===== src/hdl/twmc_pkg.sv =====
// twmc_pkg: constants shared by the waveform mode control block
// assumes a single 40 MHz clock domain, timer tick supplied as a qualifier
package twmc_pkg;
    localparam logic [7:0]  ADDR_CTRL_A    = 8'h80;
    localparam logic [7:0]  ADDR_CTRL_B    = 8'h81;
    localparam logic [7:0]  ADDR_CMP_A_LO  = 8'h88;
    localparam logic [7:0]  ADDR_CMP_A_HI  = 8'h89;
    localparam logic [7:0]  ADDR_CMP_B_LO  = 8'h8a;
    localparam logic [7:0]  ADDR_CMP_B_HI  = 8'h8b;
    localparam logic [7:0]  ADDR_CAPT_LO   = 8'h86;
    localparam logic [7:0]  ADDR_CAPT_HI   = 8'h87;
    localparam logic [7:0]  ADDR_CNT_LO    = 8'h84;
    localparam logic [7:0]  ADDR_CNT_HI    = 8'h85;
    localparam logic [7:0]  ADDR_FLAGS     = 8'h96;
    localparam logic [7:0]  ADDR_DIR       = 8'h97;
    localparam logic [7:0]  CTRL_A_RESET   = 8'h00;
    localparam logic [7:0]  CTRL_B_RESET   = 8'h00;
    localparam logic [7:0]  CTRL_A_WMASK   = 8'hf3;
    localparam logic [7:0]  CTRL_B_WMASK   = 8'h18;
    localparam int          CHA_HI         = 7;
    localparam int          CHA_LO         = 6;
    localparam int          CHB_HI         = 5;
    localparam int          CHB_LO         = 4;
    localparam int          MODE_HI_POS    = 3;
    localparam int          FLAG_OVF_POS   = 0;
    localparam int          FLAG_CMPA_POS  = 1;
    localparam int          FLAG_CMPB_POS  = 2;
    localparam logic [15:0] TOP_MAX        = 16'hffff;
    localparam logic [15:0] TOP_8BIT       = 16'h00ff;
    localparam logic [15:0] TOP_9BIT       = 16'h01ff;
    localparam logic [15:0] TOP_10BIT      = 16'h03ff;
    localparam logic [15:0] BOTTOM         = 16'h0000;
    localparam logic [3:0]  MODE_NORMAL    = 4'h0;
    localparam logic [3:0]  MODE_CTC_CMPA  = 4'h4;
    localparam logic [3:0]  MODE_PFC_CMPA  = 4'h9;
    localparam logic [3:0]  MODE_PC_CMPA   = 4'hb;
    localparam logic [3:0]  MODE_CTC_CAPT  = 4'hc;
    localparam logic [3:0]  MODE_FAST_CAPT = 4'he;
    localparam logic [3:0]  MODE_FAST_CMPA = 4'hf;
    typedef enum logic [1:0] {
        TWMC_CLS_NONPWM = 2'h0,
        TWMC_CLS_FAST   = 2'h1,
        TWMC_CLS_DUAL   = 2'h3
    } twmc_class_t;
    typedef enum logic [1:0] {
        TWMC_UPD_NOW    = 2'h0,
        TWMC_UPD_TOP    = 2'h1,
        TWMC_UPD_BOTTOM = 2'h3
    } twmc_upd_t;
    typedef enum logic [1:0] {
        TWMC_OVF_MAX    = 2'h0,
        TWMC_OVF_TOP    = 2'h1,
        TWMC_OVF_BOTTOM = 2'h3
    } twmc_ovf_t;
endpackage


===== src/hdl/twmc_wave_out.sv =====
// twmc_wave_out: one waveform output channel and its pin override
// assumes match/bottom/direction qualifiers are computed by the caller
`timescale 1ns/1ps
module twmc_wave_out #(
    parameter bit IS_CHAN_A = 1'b1
) (
    input  wire logic                clk,
    input  wire logic                rst,
    input  wire logic                timerTick,
    input  wire logic [1:0]          outputAction,
    input  wire twmc_pkg::twmc_class_t modeClass,
    input  wire logic                toggleAllowed,
    input  wire logic                matchHit,
    input  wire logic                matchIsTop,
    input  wire logic                atBottom,
    input  wire logic                countingDown,
    input  wire logic                dirBit,
    output logic                     waveOut,
    output logic                     pinDrive,
    output logic                     pinEnable
);
    logic waveReg;
    logic waveNext;

    always_comb begin
        waveNext = waveReg;
        unique case (modeClass)
            twmc_pkg::TWMC_CLS_NONPWM: begin
                if (matchHit) begin
                    unique case (outputAction)
                        2'h1: waveNext = ~waveReg;
                        2'h2: waveNext = 1'b0;
                        2'h3: waveNext = 1'b1;
                        default: waveNext = waveReg;
                    endcase
                end
            end
            twmc_pkg::TWMC_CLS_FAST: begin
                if (outputAction == 2'h1) begin
                    if (matchHit && IS_CHAN_A && toggleAllowed) waveNext = ~waveReg;
                end else if (outputAction[1]) begin
                    // a match at TOP is dropped; bottom still sets or clears
                    if (matchHit && !matchIsTop) waveNext = outputAction[0];
                    else if (atBottom) waveNext = ~outputAction[0];
                end
            end
            default: begin
                if (outputAction == 2'h1) begin
                    if (matchHit && IS_CHAN_A && toggleAllowed) waveNext = ~waveReg;
                end else if (outputAction[1] && matchHit) begin
                    waveNext = outputAction[0] ^ countingDown;
                end
            end
        endcase
    end

    always_ff @(posedge clk) begin
        if (rst) begin
            waveReg <= 1'b0;
        end else if (timerTick) begin
            waveReg <= waveNext;
        end
    end

    // override when connected; pin driver only when direction set
    logic connected;
    always_comb begin
        connected = |outputAction;
        if (modeClass != twmc_pkg::TWMC_CLS_NONPWM && outputAction == 2'h1)
            connected = IS_CHAN_A && toggleAllowed;
    end

    always_ff @(posedge clk) begin
        if (rst) begin
            pinEnable <= 1'b0;
            pinDrive  <= 1'b0;
            waveOut   <= 1'b0;
        end else begin
            pinEnable <= connected && dirBit;
            // follow the registered wave so the pin moves on an unticked edge only when the connection changes
            pinDrive  <= connected && (timerTick ? waveNext : waveReg);
            waveOut   <= (timerTick) ? waveNext : waveReg;
        end
    end
endmodule // twmc_wave_out


===== src/hdl/twmc_timer.sv =====
// How it works
// one clock; tick only qualifies updates
// dual-slope freq-correct reloads compares at BOTTOM
// compare buffers load only at update point
// nonzero action field overrides pin function; in PWM modes code 01 connects only channel A, and only in modes 9/11/14/15
// pin driven only when direction bit set
// action meaning follows waveform mode class
// non-PWM: off, toggle, clear, set
// fast code 01 toggles A in 14/15
// fast 10 non-inverting, 11 inverting
// fast: match at TOP ignored, bottom kept
// dual code 01 toggles A in 9/11
// dual: 10 clear up, set down
// mode from control A low, control B high
// modes 0,4,12 immediate update, overflow MAX
// phase-correct: update TOP, overflow BOTTOM
// fast: update BOTTOM, overflow TOP
// modes 8,9 update and overflow BOTTOM
// software never selects mode 13
// dual-slope holds TOP one tick
// freq-correct overflow with BOTTOM reload
// outputs change only on ticked edges; pinEnable and the pin connection follow register writes on any edge
// control resets to normal, outputs off
// twmc_timer: 16-bit counter with mode decode and two waveform channels
// assumes a byte register port with read data one cycle after the strobe
`timescale 1ns/1ps
module twmc_timer (
    input  wire logic       clk,
    input  wire logic       rst,
    input  wire logic       timerTick,
    input  wire logic [7:0] regAddr,
    input  wire logic [7:0] regWrData,
    input  wire logic       regWrEn,
    input  wire logic       regRdEn,
    output logic      [7:0] regRdData,
    output logic            waveOutA,
    output logic            waveOutB,
    output logic            pinDriveA,
    output logic            pinEnableA,
    output logic            pinDriveB,
    output logic            pinEnableB
);
    logic [7:0]  waveform_control_a_reg;
    logic [7:0]  waveform_control_b_reg;
    logic [15:0] compare_value_a_reg;
    logic [15:0] compare_value_b_reg;
    logic [15:0] bufA_reg;
    logic [15:0] bufB_reg;
    logic [15:0] capture_register_reg;
    logic [15:0] counter_value_reg;
    logic [2:0]  flags_reg;
    logic [1:0]  dir_reg;
    logic        countDown_reg;
    logic [7:0]  hiTemp_reg;

    logic [3:0]           waveform_mode;
    twmc_pkg::twmc_class_t modeClass;
    twmc_pkg::twmc_upd_t   updPoint;
    twmc_pkg::twmc_ovf_t   ovfPoint;
    logic [15:0]          topValue;
    logic                 clearOnTop;
    logic                 atTop;
    logic                 atBottom;
    logic                 matchA;
    logic                 matchB;
    logic                 loadPoint;
    logic                 ovfEvent;
    logic                 toggleOk;
    logic                 wrHit;

    assign waveform_mode = {waveform_control_b_reg[4:3], waveform_control_a_reg[1:0]};

    always_comb begin
        modeClass  = twmc_pkg::TWMC_CLS_DUAL;
        updPoint   = twmc_pkg::TWMC_UPD_TOP;
        ovfPoint   = twmc_pkg::TWMC_OVF_BOTTOM;
        topValue   = twmc_pkg::TOP_MAX;
        clearOnTop = 1'b0;
        toggleOk   = 1'b0;
        unique case (waveform_mode)
            4'h0: begin
                modeClass = twmc_pkg::TWMC_CLS_NONPWM;
                updPoint  = twmc_pkg::TWMC_UPD_NOW;
                ovfPoint  = twmc_pkg::TWMC_OVF_MAX;
            end
            4'h1: topValue = twmc_pkg::TOP_8BIT;
            4'h2: topValue = twmc_pkg::TOP_9BIT;
            4'h3: topValue = twmc_pkg::TOP_10BIT;
            4'h4, 4'hc: begin
                modeClass  = twmc_pkg::TWMC_CLS_NONPWM;
                updPoint   = twmc_pkg::TWMC_UPD_NOW;
                ovfPoint   = twmc_pkg::TWMC_OVF_MAX;
                clearOnTop = 1'b1;
                topValue   = (waveform_mode == twmc_pkg::MODE_CTC_CMPA) ? compare_value_a_reg : capture_register_reg;
            end
            4'h5, 4'h6, 4'h7, 4'he, 4'hf: begin
                modeClass  = twmc_pkg::TWMC_CLS_FAST;
                updPoint   = twmc_pkg::TWMC_UPD_BOTTOM;
                ovfPoint   = twmc_pkg::TWMC_OVF_TOP;
                clearOnTop = 1'b1;
                toggleOk   = waveform_mode[3];
                unique case (waveform_mode)
                    4'h5: topValue = twmc_pkg::TOP_8BIT;
                    4'h6: topValue = twmc_pkg::TOP_9BIT;
                    4'h7: topValue = twmc_pkg::TOP_10BIT;
                    4'he: topValue = capture_register_reg;
                    default: topValue = compare_value_a_reg;
                endcase
            end
            4'h8, 4'h9: begin
                updPoint = twmc_pkg::TWMC_UPD_BOTTOM;
                topValue = waveform_mode[0] ? compare_value_a_reg : capture_register_reg;
                toggleOk = waveform_mode[0];
            end
            4'ha, 4'hb: begin
                topValue = waveform_mode[0] ? compare_value_a_reg : capture_register_reg;
                toggleOk = waveform_mode[0];
            end
            default: begin
                // reserved code: counter behaves as normal mode
                modeClass = twmc_pkg::TWMC_CLS_NONPWM;
                updPoint  = twmc_pkg::TWMC_UPD_NOW;
                ovfPoint  = twmc_pkg::TWMC_OVF_MAX;
            end
        endcase
    end

    assign atTop    = (counter_value_reg == topValue);
    assign atBottom = (counter_value_reg == twmc_pkg::BOTTOM);
    assign matchA   = (counter_value_reg == compare_value_a_reg);
    assign matchB   = (counter_value_reg == compare_value_b_reg);

    always_comb begin
        unique case (updPoint)
            twmc_pkg::TWMC_UPD_TOP:    loadPoint = atTop;
            twmc_pkg::TWMC_UPD_BOTTOM: loadPoint = atBottom;
            default:                   loadPoint = 1'b1;
        endcase
        unique case (ovfPoint)
            twmc_pkg::TWMC_OVF_TOP:    ovfEvent = atTop;
            twmc_pkg::TWMC_OVF_BOTTOM: ovfEvent = atBottom && countDown_reg;
            default:                   ovfEvent = (counter_value_reg == twmc_pkg::TOP_MAX);
        endcase
    end

    // counter: dual-slope reverses after one tick at TOP
    always_ff @(posedge clk) begin
        if (rst) begin
            counter_value_reg <= twmc_pkg::BOTTOM;
            countDown_reg     <= 1'b0;
        end else if (wrHit && regAddr == twmc_pkg::ADDR_CNT_LO) begin
            counter_value_reg <= {hiTemp_reg, regWrData};
        end else if (timerTick) begin
            if (modeClass == twmc_pkg::TWMC_CLS_DUAL) begin
                if (atTop) begin
                    countDown_reg     <= 1'b1;
                    counter_value_reg <= counter_value_reg - 16'h0001;
                end else if (atBottom) begin
                    countDown_reg     <= 1'b0;
                    counter_value_reg <= counter_value_reg + 16'h0001;
                end else if (countDown_reg) begin
                    counter_value_reg <= counter_value_reg - 16'h0001;
                end else begin
                    counter_value_reg <= counter_value_reg + 16'h0001;
                end
            end else begin
                countDown_reg     <= 1'b0;
                counter_value_reg <= (clearOnTop && atTop) ? twmc_pkg::BOTTOM : counter_value_reg + 16'h0001;
            end
        end
    end

    assign wrHit = regWrEn;

    // control and direction registers
    always_ff @(posedge clk) begin
        if (rst) begin
            waveform_control_a_reg <= twmc_pkg::CTRL_A_RESET;
            waveform_control_b_reg <= twmc_pkg::CTRL_B_RESET;
            dir_reg                <= 2'h0;
            hiTemp_reg             <= 8'h00;
        end else if (wrHit) begin
            if (regAddr == twmc_pkg::ADDR_CTRL_A) waveform_control_a_reg <= regWrData & twmc_pkg::CTRL_A_WMASK;
            if (regAddr == twmc_pkg::ADDR_CTRL_B) waveform_control_b_reg <= regWrData & twmc_pkg::CTRL_B_WMASK;
            if (regAddr == twmc_pkg::ADDR_DIR) dir_reg <= regWrData[1:0];
            if (regAddr[0]) hiTemp_reg <= regWrData;
        end
    end

    // compare buffers and active values
    always_ff @(posedge clk) begin
        if (rst) begin
            bufA_reg             <= 16'h0000;
            bufB_reg             <= 16'h0000;
            compare_value_a_reg  <= 16'h0000;
            compare_value_b_reg  <= 16'h0000;
            capture_register_reg <= 16'h0000;
        end else begin
            if (wrHit && regAddr == twmc_pkg::ADDR_CMP_A_LO) bufA_reg <= {hiTemp_reg, regWrData};
            if (wrHit && regAddr == twmc_pkg::ADDR_CMP_B_LO) bufB_reg <= {hiTemp_reg, regWrData};
            if (wrHit && regAddr == twmc_pkg::ADDR_CAPT_LO) capture_register_reg <= {hiTemp_reg, regWrData};
            if (updPoint == twmc_pkg::TWMC_UPD_NOW) begin
                compare_value_a_reg <= bufA_reg;
                compare_value_b_reg <= bufB_reg;
            end else if (timerTick && loadPoint) begin
                compare_value_a_reg <= bufA_reg;
                compare_value_b_reg <= bufB_reg;
            end
        end
    end

    // flags: hardware set wins over a software clear
    always_ff @(posedge clk) begin
        if (rst) begin
            flags_reg <= 3'h0;
        end else begin
            flags_reg[twmc_pkg::FLAG_OVF_POS] <= (timerTick && ovfEvent) ||
                (flags_reg[twmc_pkg::FLAG_OVF_POS] && !(wrHit && regAddr == twmc_pkg::ADDR_FLAGS && regWrData[0]));
            flags_reg[twmc_pkg::FLAG_CMPA_POS] <= (timerTick && matchA) ||
                (flags_reg[twmc_pkg::FLAG_CMPA_POS] && !(wrHit && regAddr == twmc_pkg::ADDR_FLAGS && regWrData[1]));
            flags_reg[twmc_pkg::FLAG_CMPB_POS] <= (timerTick && matchB) ||
                (flags_reg[twmc_pkg::FLAG_CMPB_POS] && !(wrHit && regAddr == twmc_pkg::ADDR_FLAGS && regWrData[2]));
        end
    end

    // read port: data valid the cycle after the strobe only
    always_ff @(posedge clk) begin
        if (rst) begin
            regRdData <= 8'h00;
        end else if (regRdEn) begin
            unique case (regAddr)
                twmc_pkg::ADDR_CTRL_A:   regRdData <= waveform_control_a_reg;
                twmc_pkg::ADDR_CTRL_B:   regRdData <= waveform_control_b_reg;
                twmc_pkg::ADDR_CNT_LO:   regRdData <= counter_value_reg[7:0];
                twmc_pkg::ADDR_CNT_HI:   regRdData <= counter_value_reg[15:8];
                twmc_pkg::ADDR_CMP_A_LO: regRdData <= compare_value_a_reg[7:0];
                twmc_pkg::ADDR_CMP_A_HI: regRdData <= compare_value_a_reg[15:8];
                twmc_pkg::ADDR_CMP_B_LO: regRdData <= compare_value_b_reg[7:0];
                twmc_pkg::ADDR_CMP_B_HI: regRdData <= compare_value_b_reg[15:8];
                twmc_pkg::ADDR_CAPT_LO:  regRdData <= capture_register_reg[7:0];
                twmc_pkg::ADDR_CAPT_HI:  regRdData <= capture_register_reg[15:8];
                twmc_pkg::ADDR_FLAGS:    regRdData <= {5'h00, flags_reg};
                twmc_pkg::ADDR_DIR:      regRdData <= {6'h00, dir_reg};
                default:                 regRdData <= 8'h00;
            endcase
        end else begin
            regRdData <= 8'h00;
        end
    end

    twmc_wave_out #(.IS_CHAN_A(1'b1)) u_chan_a (
        .clk          (clk),
        .rst          (rst),
        .timerTick    (timerTick),
        .outputAction (waveform_control_a_reg[7:6]),
        .modeClass    (modeClass),
        .toggleAllowed(toggleOk),
        .matchHit     (matchA),
        .matchIsTop   (compare_value_a_reg == topValue),
        .atBottom     (atBottom),
        .countingDown (countDown_reg || (modeClass == twmc_pkg::TWMC_CLS_DUAL && atTop)),
        .dirBit       (dir_reg[0]),
        .waveOut      (waveOutA),
        .pinDrive     (pinDriveA),
        .pinEnable    (pinEnableA)
    );

    twmc_wave_out #(.IS_CHAN_A(1'b0)) u_chan_b (
        .clk          (clk),
        .rst          (rst),
        .timerTick    (timerTick),
        .outputAction (waveform_control_a_reg[5:4]),
        .modeClass    (modeClass),
        .toggleAllowed(toggleOk),
        .matchHit     (matchB),
        .matchIsTop   (compare_value_b_reg == topValue),
        .atBottom     (atBottom),
        .countingDown (countDown_reg || (modeClass == twmc_pkg::TWMC_CLS_DUAL && atTop)),
        .dirBit       (dir_reg[1]),
        .waveOut      (waveOutB),
        .pinDrive     (pinDriveB),
        .pinEnable    (pinEnableB)
    );
endmodule // twmc_timer


===== config.mk =====
export PLATFORM = sky130hd
export DESIGN_NAME = twmc_timer
export DESIGN_NICKNAME = d
export VERILOG_FILES = /design/src/hdl/twmc_pkg.sv /design/src/hdl/twmc_wave_out.sv /design/src/hdl/twmc_timer.sv
export SDC_FILE = /design/constraint.sdc
export NUM_CORES = 1
export LEC_CHECK = 0
export BUFFER_PORTS_ARGS = -buffer_cell sky130_fd_sc_hd__buf_2
export CORE_ASPECT_RATIO = 0.9
export CORE_MARGIN = 2
export CORE_UTILIZATION = 30
export DETAILED_ROUTE_END_ITERATION = 7
export GPL_ROUTABILITY_DRIVEN = 0
export PLACE_DENSITY_LB_ADDON = 0.05
export SYNTH_ARGS = -nofsm -noshare
export SYNTH_HDL_FRONTEND = slang
export SYNTH_SLANG_ARGS = --single-unit
export TNS_END_PERCENT = 30

===== constraint.sdc =====
create_clock -name clk -period 3.5 [get_ports clk]
set_clock_uncertainty 0.1 [all_clocks]
set_input_delay 0.175 -clock clk [delete_from_list [all_inputs] [get_ports clk]]
set_output_delay 0.175 -clock clk [all_outputs]
set_load 0.05 [all_outputs]

==> impl_metrics.env <==
export IMPL_io_pins=35
export IMPL_crit_slowest_cell="o41ai_1"
export IMPL_fin_cells=1502
export IMPL_clockBufferDepth=2
export IMPL_ys_async_sr_fraction=0
export IMPL_rsz0062_at_grt="false"
export IMPL_num_rows=57
export IMPL_dp_slack_ns=0.02736
export IMPL_outcome="finished, final reports clean"
export IMPL_synth_seq_cells=132
export IMPL_ant_nets=0
export IMPL_peakVddDrop_mv=0.2945
export IMPL_nFillCells=2877
export IMPL_wire_per_inst_um=24.46
export IMPL_htreeDepth=4
export IMPL_hold_class="input port to register"
export IMPL_cp_cell_sequence="inv_1, o22ai_1, o41ai_1, buf_4, o2111ai_1, nor4_4, buf_4, nand2_4, o31ai_4, buf_12, mux2i_1, nor2_1"
export IMPL_path_delay_family="compound AO/OA/AOI/OAI gates"
export IMPL_final_common_cell="nand2_1"
export IMPL_track_usage=0.2626
export IMPL_area_growth_pct=20.08
export IMPL_dieArea_mm2=0.02833
export IMPL_cts_sinks=132
export IMPL_max_stage_delay_ns=0.55
export IMPL_num_vias=8618
export IMPL_via_per_inst=5.738
export IMPL_period_needed_ns=3.317
export IMPL_yosys_warnings=0
export IMPL_start_kind="register"
export IMPL_setup_violations_final=0
export IMPL_drive_gt1_frac=0.1517
export IMPL_crit_type="register to register"
export IMPL_dp_cells=1467
export IMPL_postSynthCellCount=1080
export IMPL_crit_required_ns=3.70
export IMPL_synth_edf_count=0
export IMPL_ys_seq_area_frac=0.3262
export IMPL_drt_wl_total_um=36750
export IMPL_drt_initial_drc_count=1157
export IMPL_grt_ovfl_total=0
export IMPL_path_clk_slew_ns=0.06
export IMPL_crit_buf_inv=4
export IMPL_drc=0
export IMPL_core_area_mm2=0.02674
export IMPL_final_nets=1158
export IMPL_cts_tree="done"
export IMPL_grt_pass1_vias=7900
export IMPL_clock_latency_ns=0.43
export IMPL_worstPathMaxFanout=32
export IMPL_start_util=0.3029
export IMPL_placedInstanceArea_mm2=0.009046
export IMPL_cts_root_buf="clkbuf_16"
export IMPL_grt_antenna_before_repair=1
export IMPL_drv_cap=0
export IMPL_report_power_total_mw=3.797
export IMPL_grt_first_pass_wirelength_um=54230
export IMPL_setup_tns_ns=0
export IMPL_drv_slew=0
export IMPL_first_pass_iters=6
export IMPL_die_h_um=159.9
export IMPL_synth_nets=1104
export IMPL_period_share=0.9477
export IMPL_grt_max_degree=45
export IMPL_slew_headroom=0.5041
export IMPL_dieWidth_um=177.2
export IMPL_numPortBuffers=34
export IMPL_numCtsBuffers=17
export IMPL_cp_common_cell="buf_4"
export IMPL_finalHoldViolCount=0
export IMPL_power_density_mw_per_mm2=390.4
export IMPL_fmax_mhz=301.5
export IMPL_syn_avg_cell_area_um2=7.500
export IMPL_tightest_slew_ns=0.7411
export IMPL_arrival_ns=3.51
export IMPL_final_area_mm2=0.009727
export IMPL_p_leak_nw=3.681
export IMPL_syn_cell_area_mm2=0.008100
export IMPL_worst_slack_ns=0.1832
export IMPL_cp_end_kind="register"
export IMPL_layout_common_cells="162 x nand2_1, 131 x dfxtp_1, 106 x nor2_1"
export IMPL_ys_dominant_reg_cell="dfxtp_1"
export IMPL_dp_hpwl_um=27320
export IMPL_ys_types=77
metal layers:
layer / wire [um] / GRT usage
met1: 17350 / 0.3834
met2: 15370 / 0.3695
met3: 2830 / 0.06571
met4: 1194 / 0.09354
met5: 0 / 0
logic make-up (layout without fill, tap and decap cells):
kind of cell | count (synthesis) | count (layout) | share of synthesized area
flip-flops | 132 | 132 | 0.3262
buffers and inverters | 117 | 184 | 0.05792
other | 0 | 1 | 0
AND/OR/NAND/NOR | 428 | 428 | 0.2492
adder cells (fa/ha/maj) | 3 | 3 | 0.004634
multiplexers | 52 | 52 | 0.06457
AO/OA/AOI/OAI | 300 | 300 | 0.2456
XOR/XNOR | 48 | 48 | 0.05190
through the flow:
step                      hold WS, ns    util
final                         0.03677  0.3637
after global placement         0.3449  0.3382
after global routing          0.03720  0.3636
after detailed placement       0.3467  0.3382
after floorplan                0.2110       -
after CTS                     0.02118  0.3626
power breakdown:
group / switching [mW] / total, mW / internal (mW)
Clock: 0.733 / 2.01 / 1.28
Combinational: 0.181 / 0.254 / 0.0729
Sequential: 0.0223 / 1.53 / 1.51
final timing paths:
check	endpoint	start	slack (ns)	depth (start not counted)
min	hiTemp_reg[6]	regAddr[0]	0.04	3
min reg2reg	bufB_reg[10]	bufB_reg[10]	0.35	2
max reg2reg	compare_value_a_reg[4]	counter_value_reg[1]	0.18	12
max	compare_value_a_reg[4]	counter_value_reg[1]	0.18	12
worst reg2reg max path: cells and delay by family (launching register included):
kind            cells  cell delay [ns]
compound gates      4             1.12
flops               1             0.31
mux                 1             0.31
buf+inv             4             0.92
simple gates        3             0.43
synthesized netlist by cell type (all sizes together), types with 11 or more instances:
cell type / n / area share
buf: 15 / 0.011
xnor2: 30 / 0.032
a222oi: 13 / 0.016
o22ai: 34 / 0.026
clkbuf: 73 / 0.034
xor2: 18 / 0.019
nand3: 38 / 0.023
a31oi: 18 / 0.014
nand4: 11 / 0.0085
mux2i: 50 / 0.062
dfxtp: 132 / 0.33
o21ai: 53 / 0.033
and3: 16 / 0.012
nor3: 20 / 0.012
a21oi: 87 / 0.056
nor4: 20 / 0.020
inv: 28 / 0.013
nor2: 106 / 0.049
nand2: 163 / 0.076
a211oi: 17 / 0.016
final cells by class:
type                            count  area (um^2)  share of cell area
Multi-Input combinational cell    831         5000              0.5140
Tap cell                          354        442.9             0.04554
Antenna cell                        1        2.502           0.0002573
Timing Repair Buffer              123        878.3             0.09030
Sequential cell                   132         2644              0.2718
Clock buffer                       22        484.2             0.04978
Clock inverter                     10        166.4             0.01711
Inverter                           29        108.9             0.01119
repair_timing:
action,CTS,global route
setup buffers,0,2
hold buffers,0,0
gates resized for setup,0,4
endpoints found under the setup margin,0,49
(Power assumes the default switching activity.)
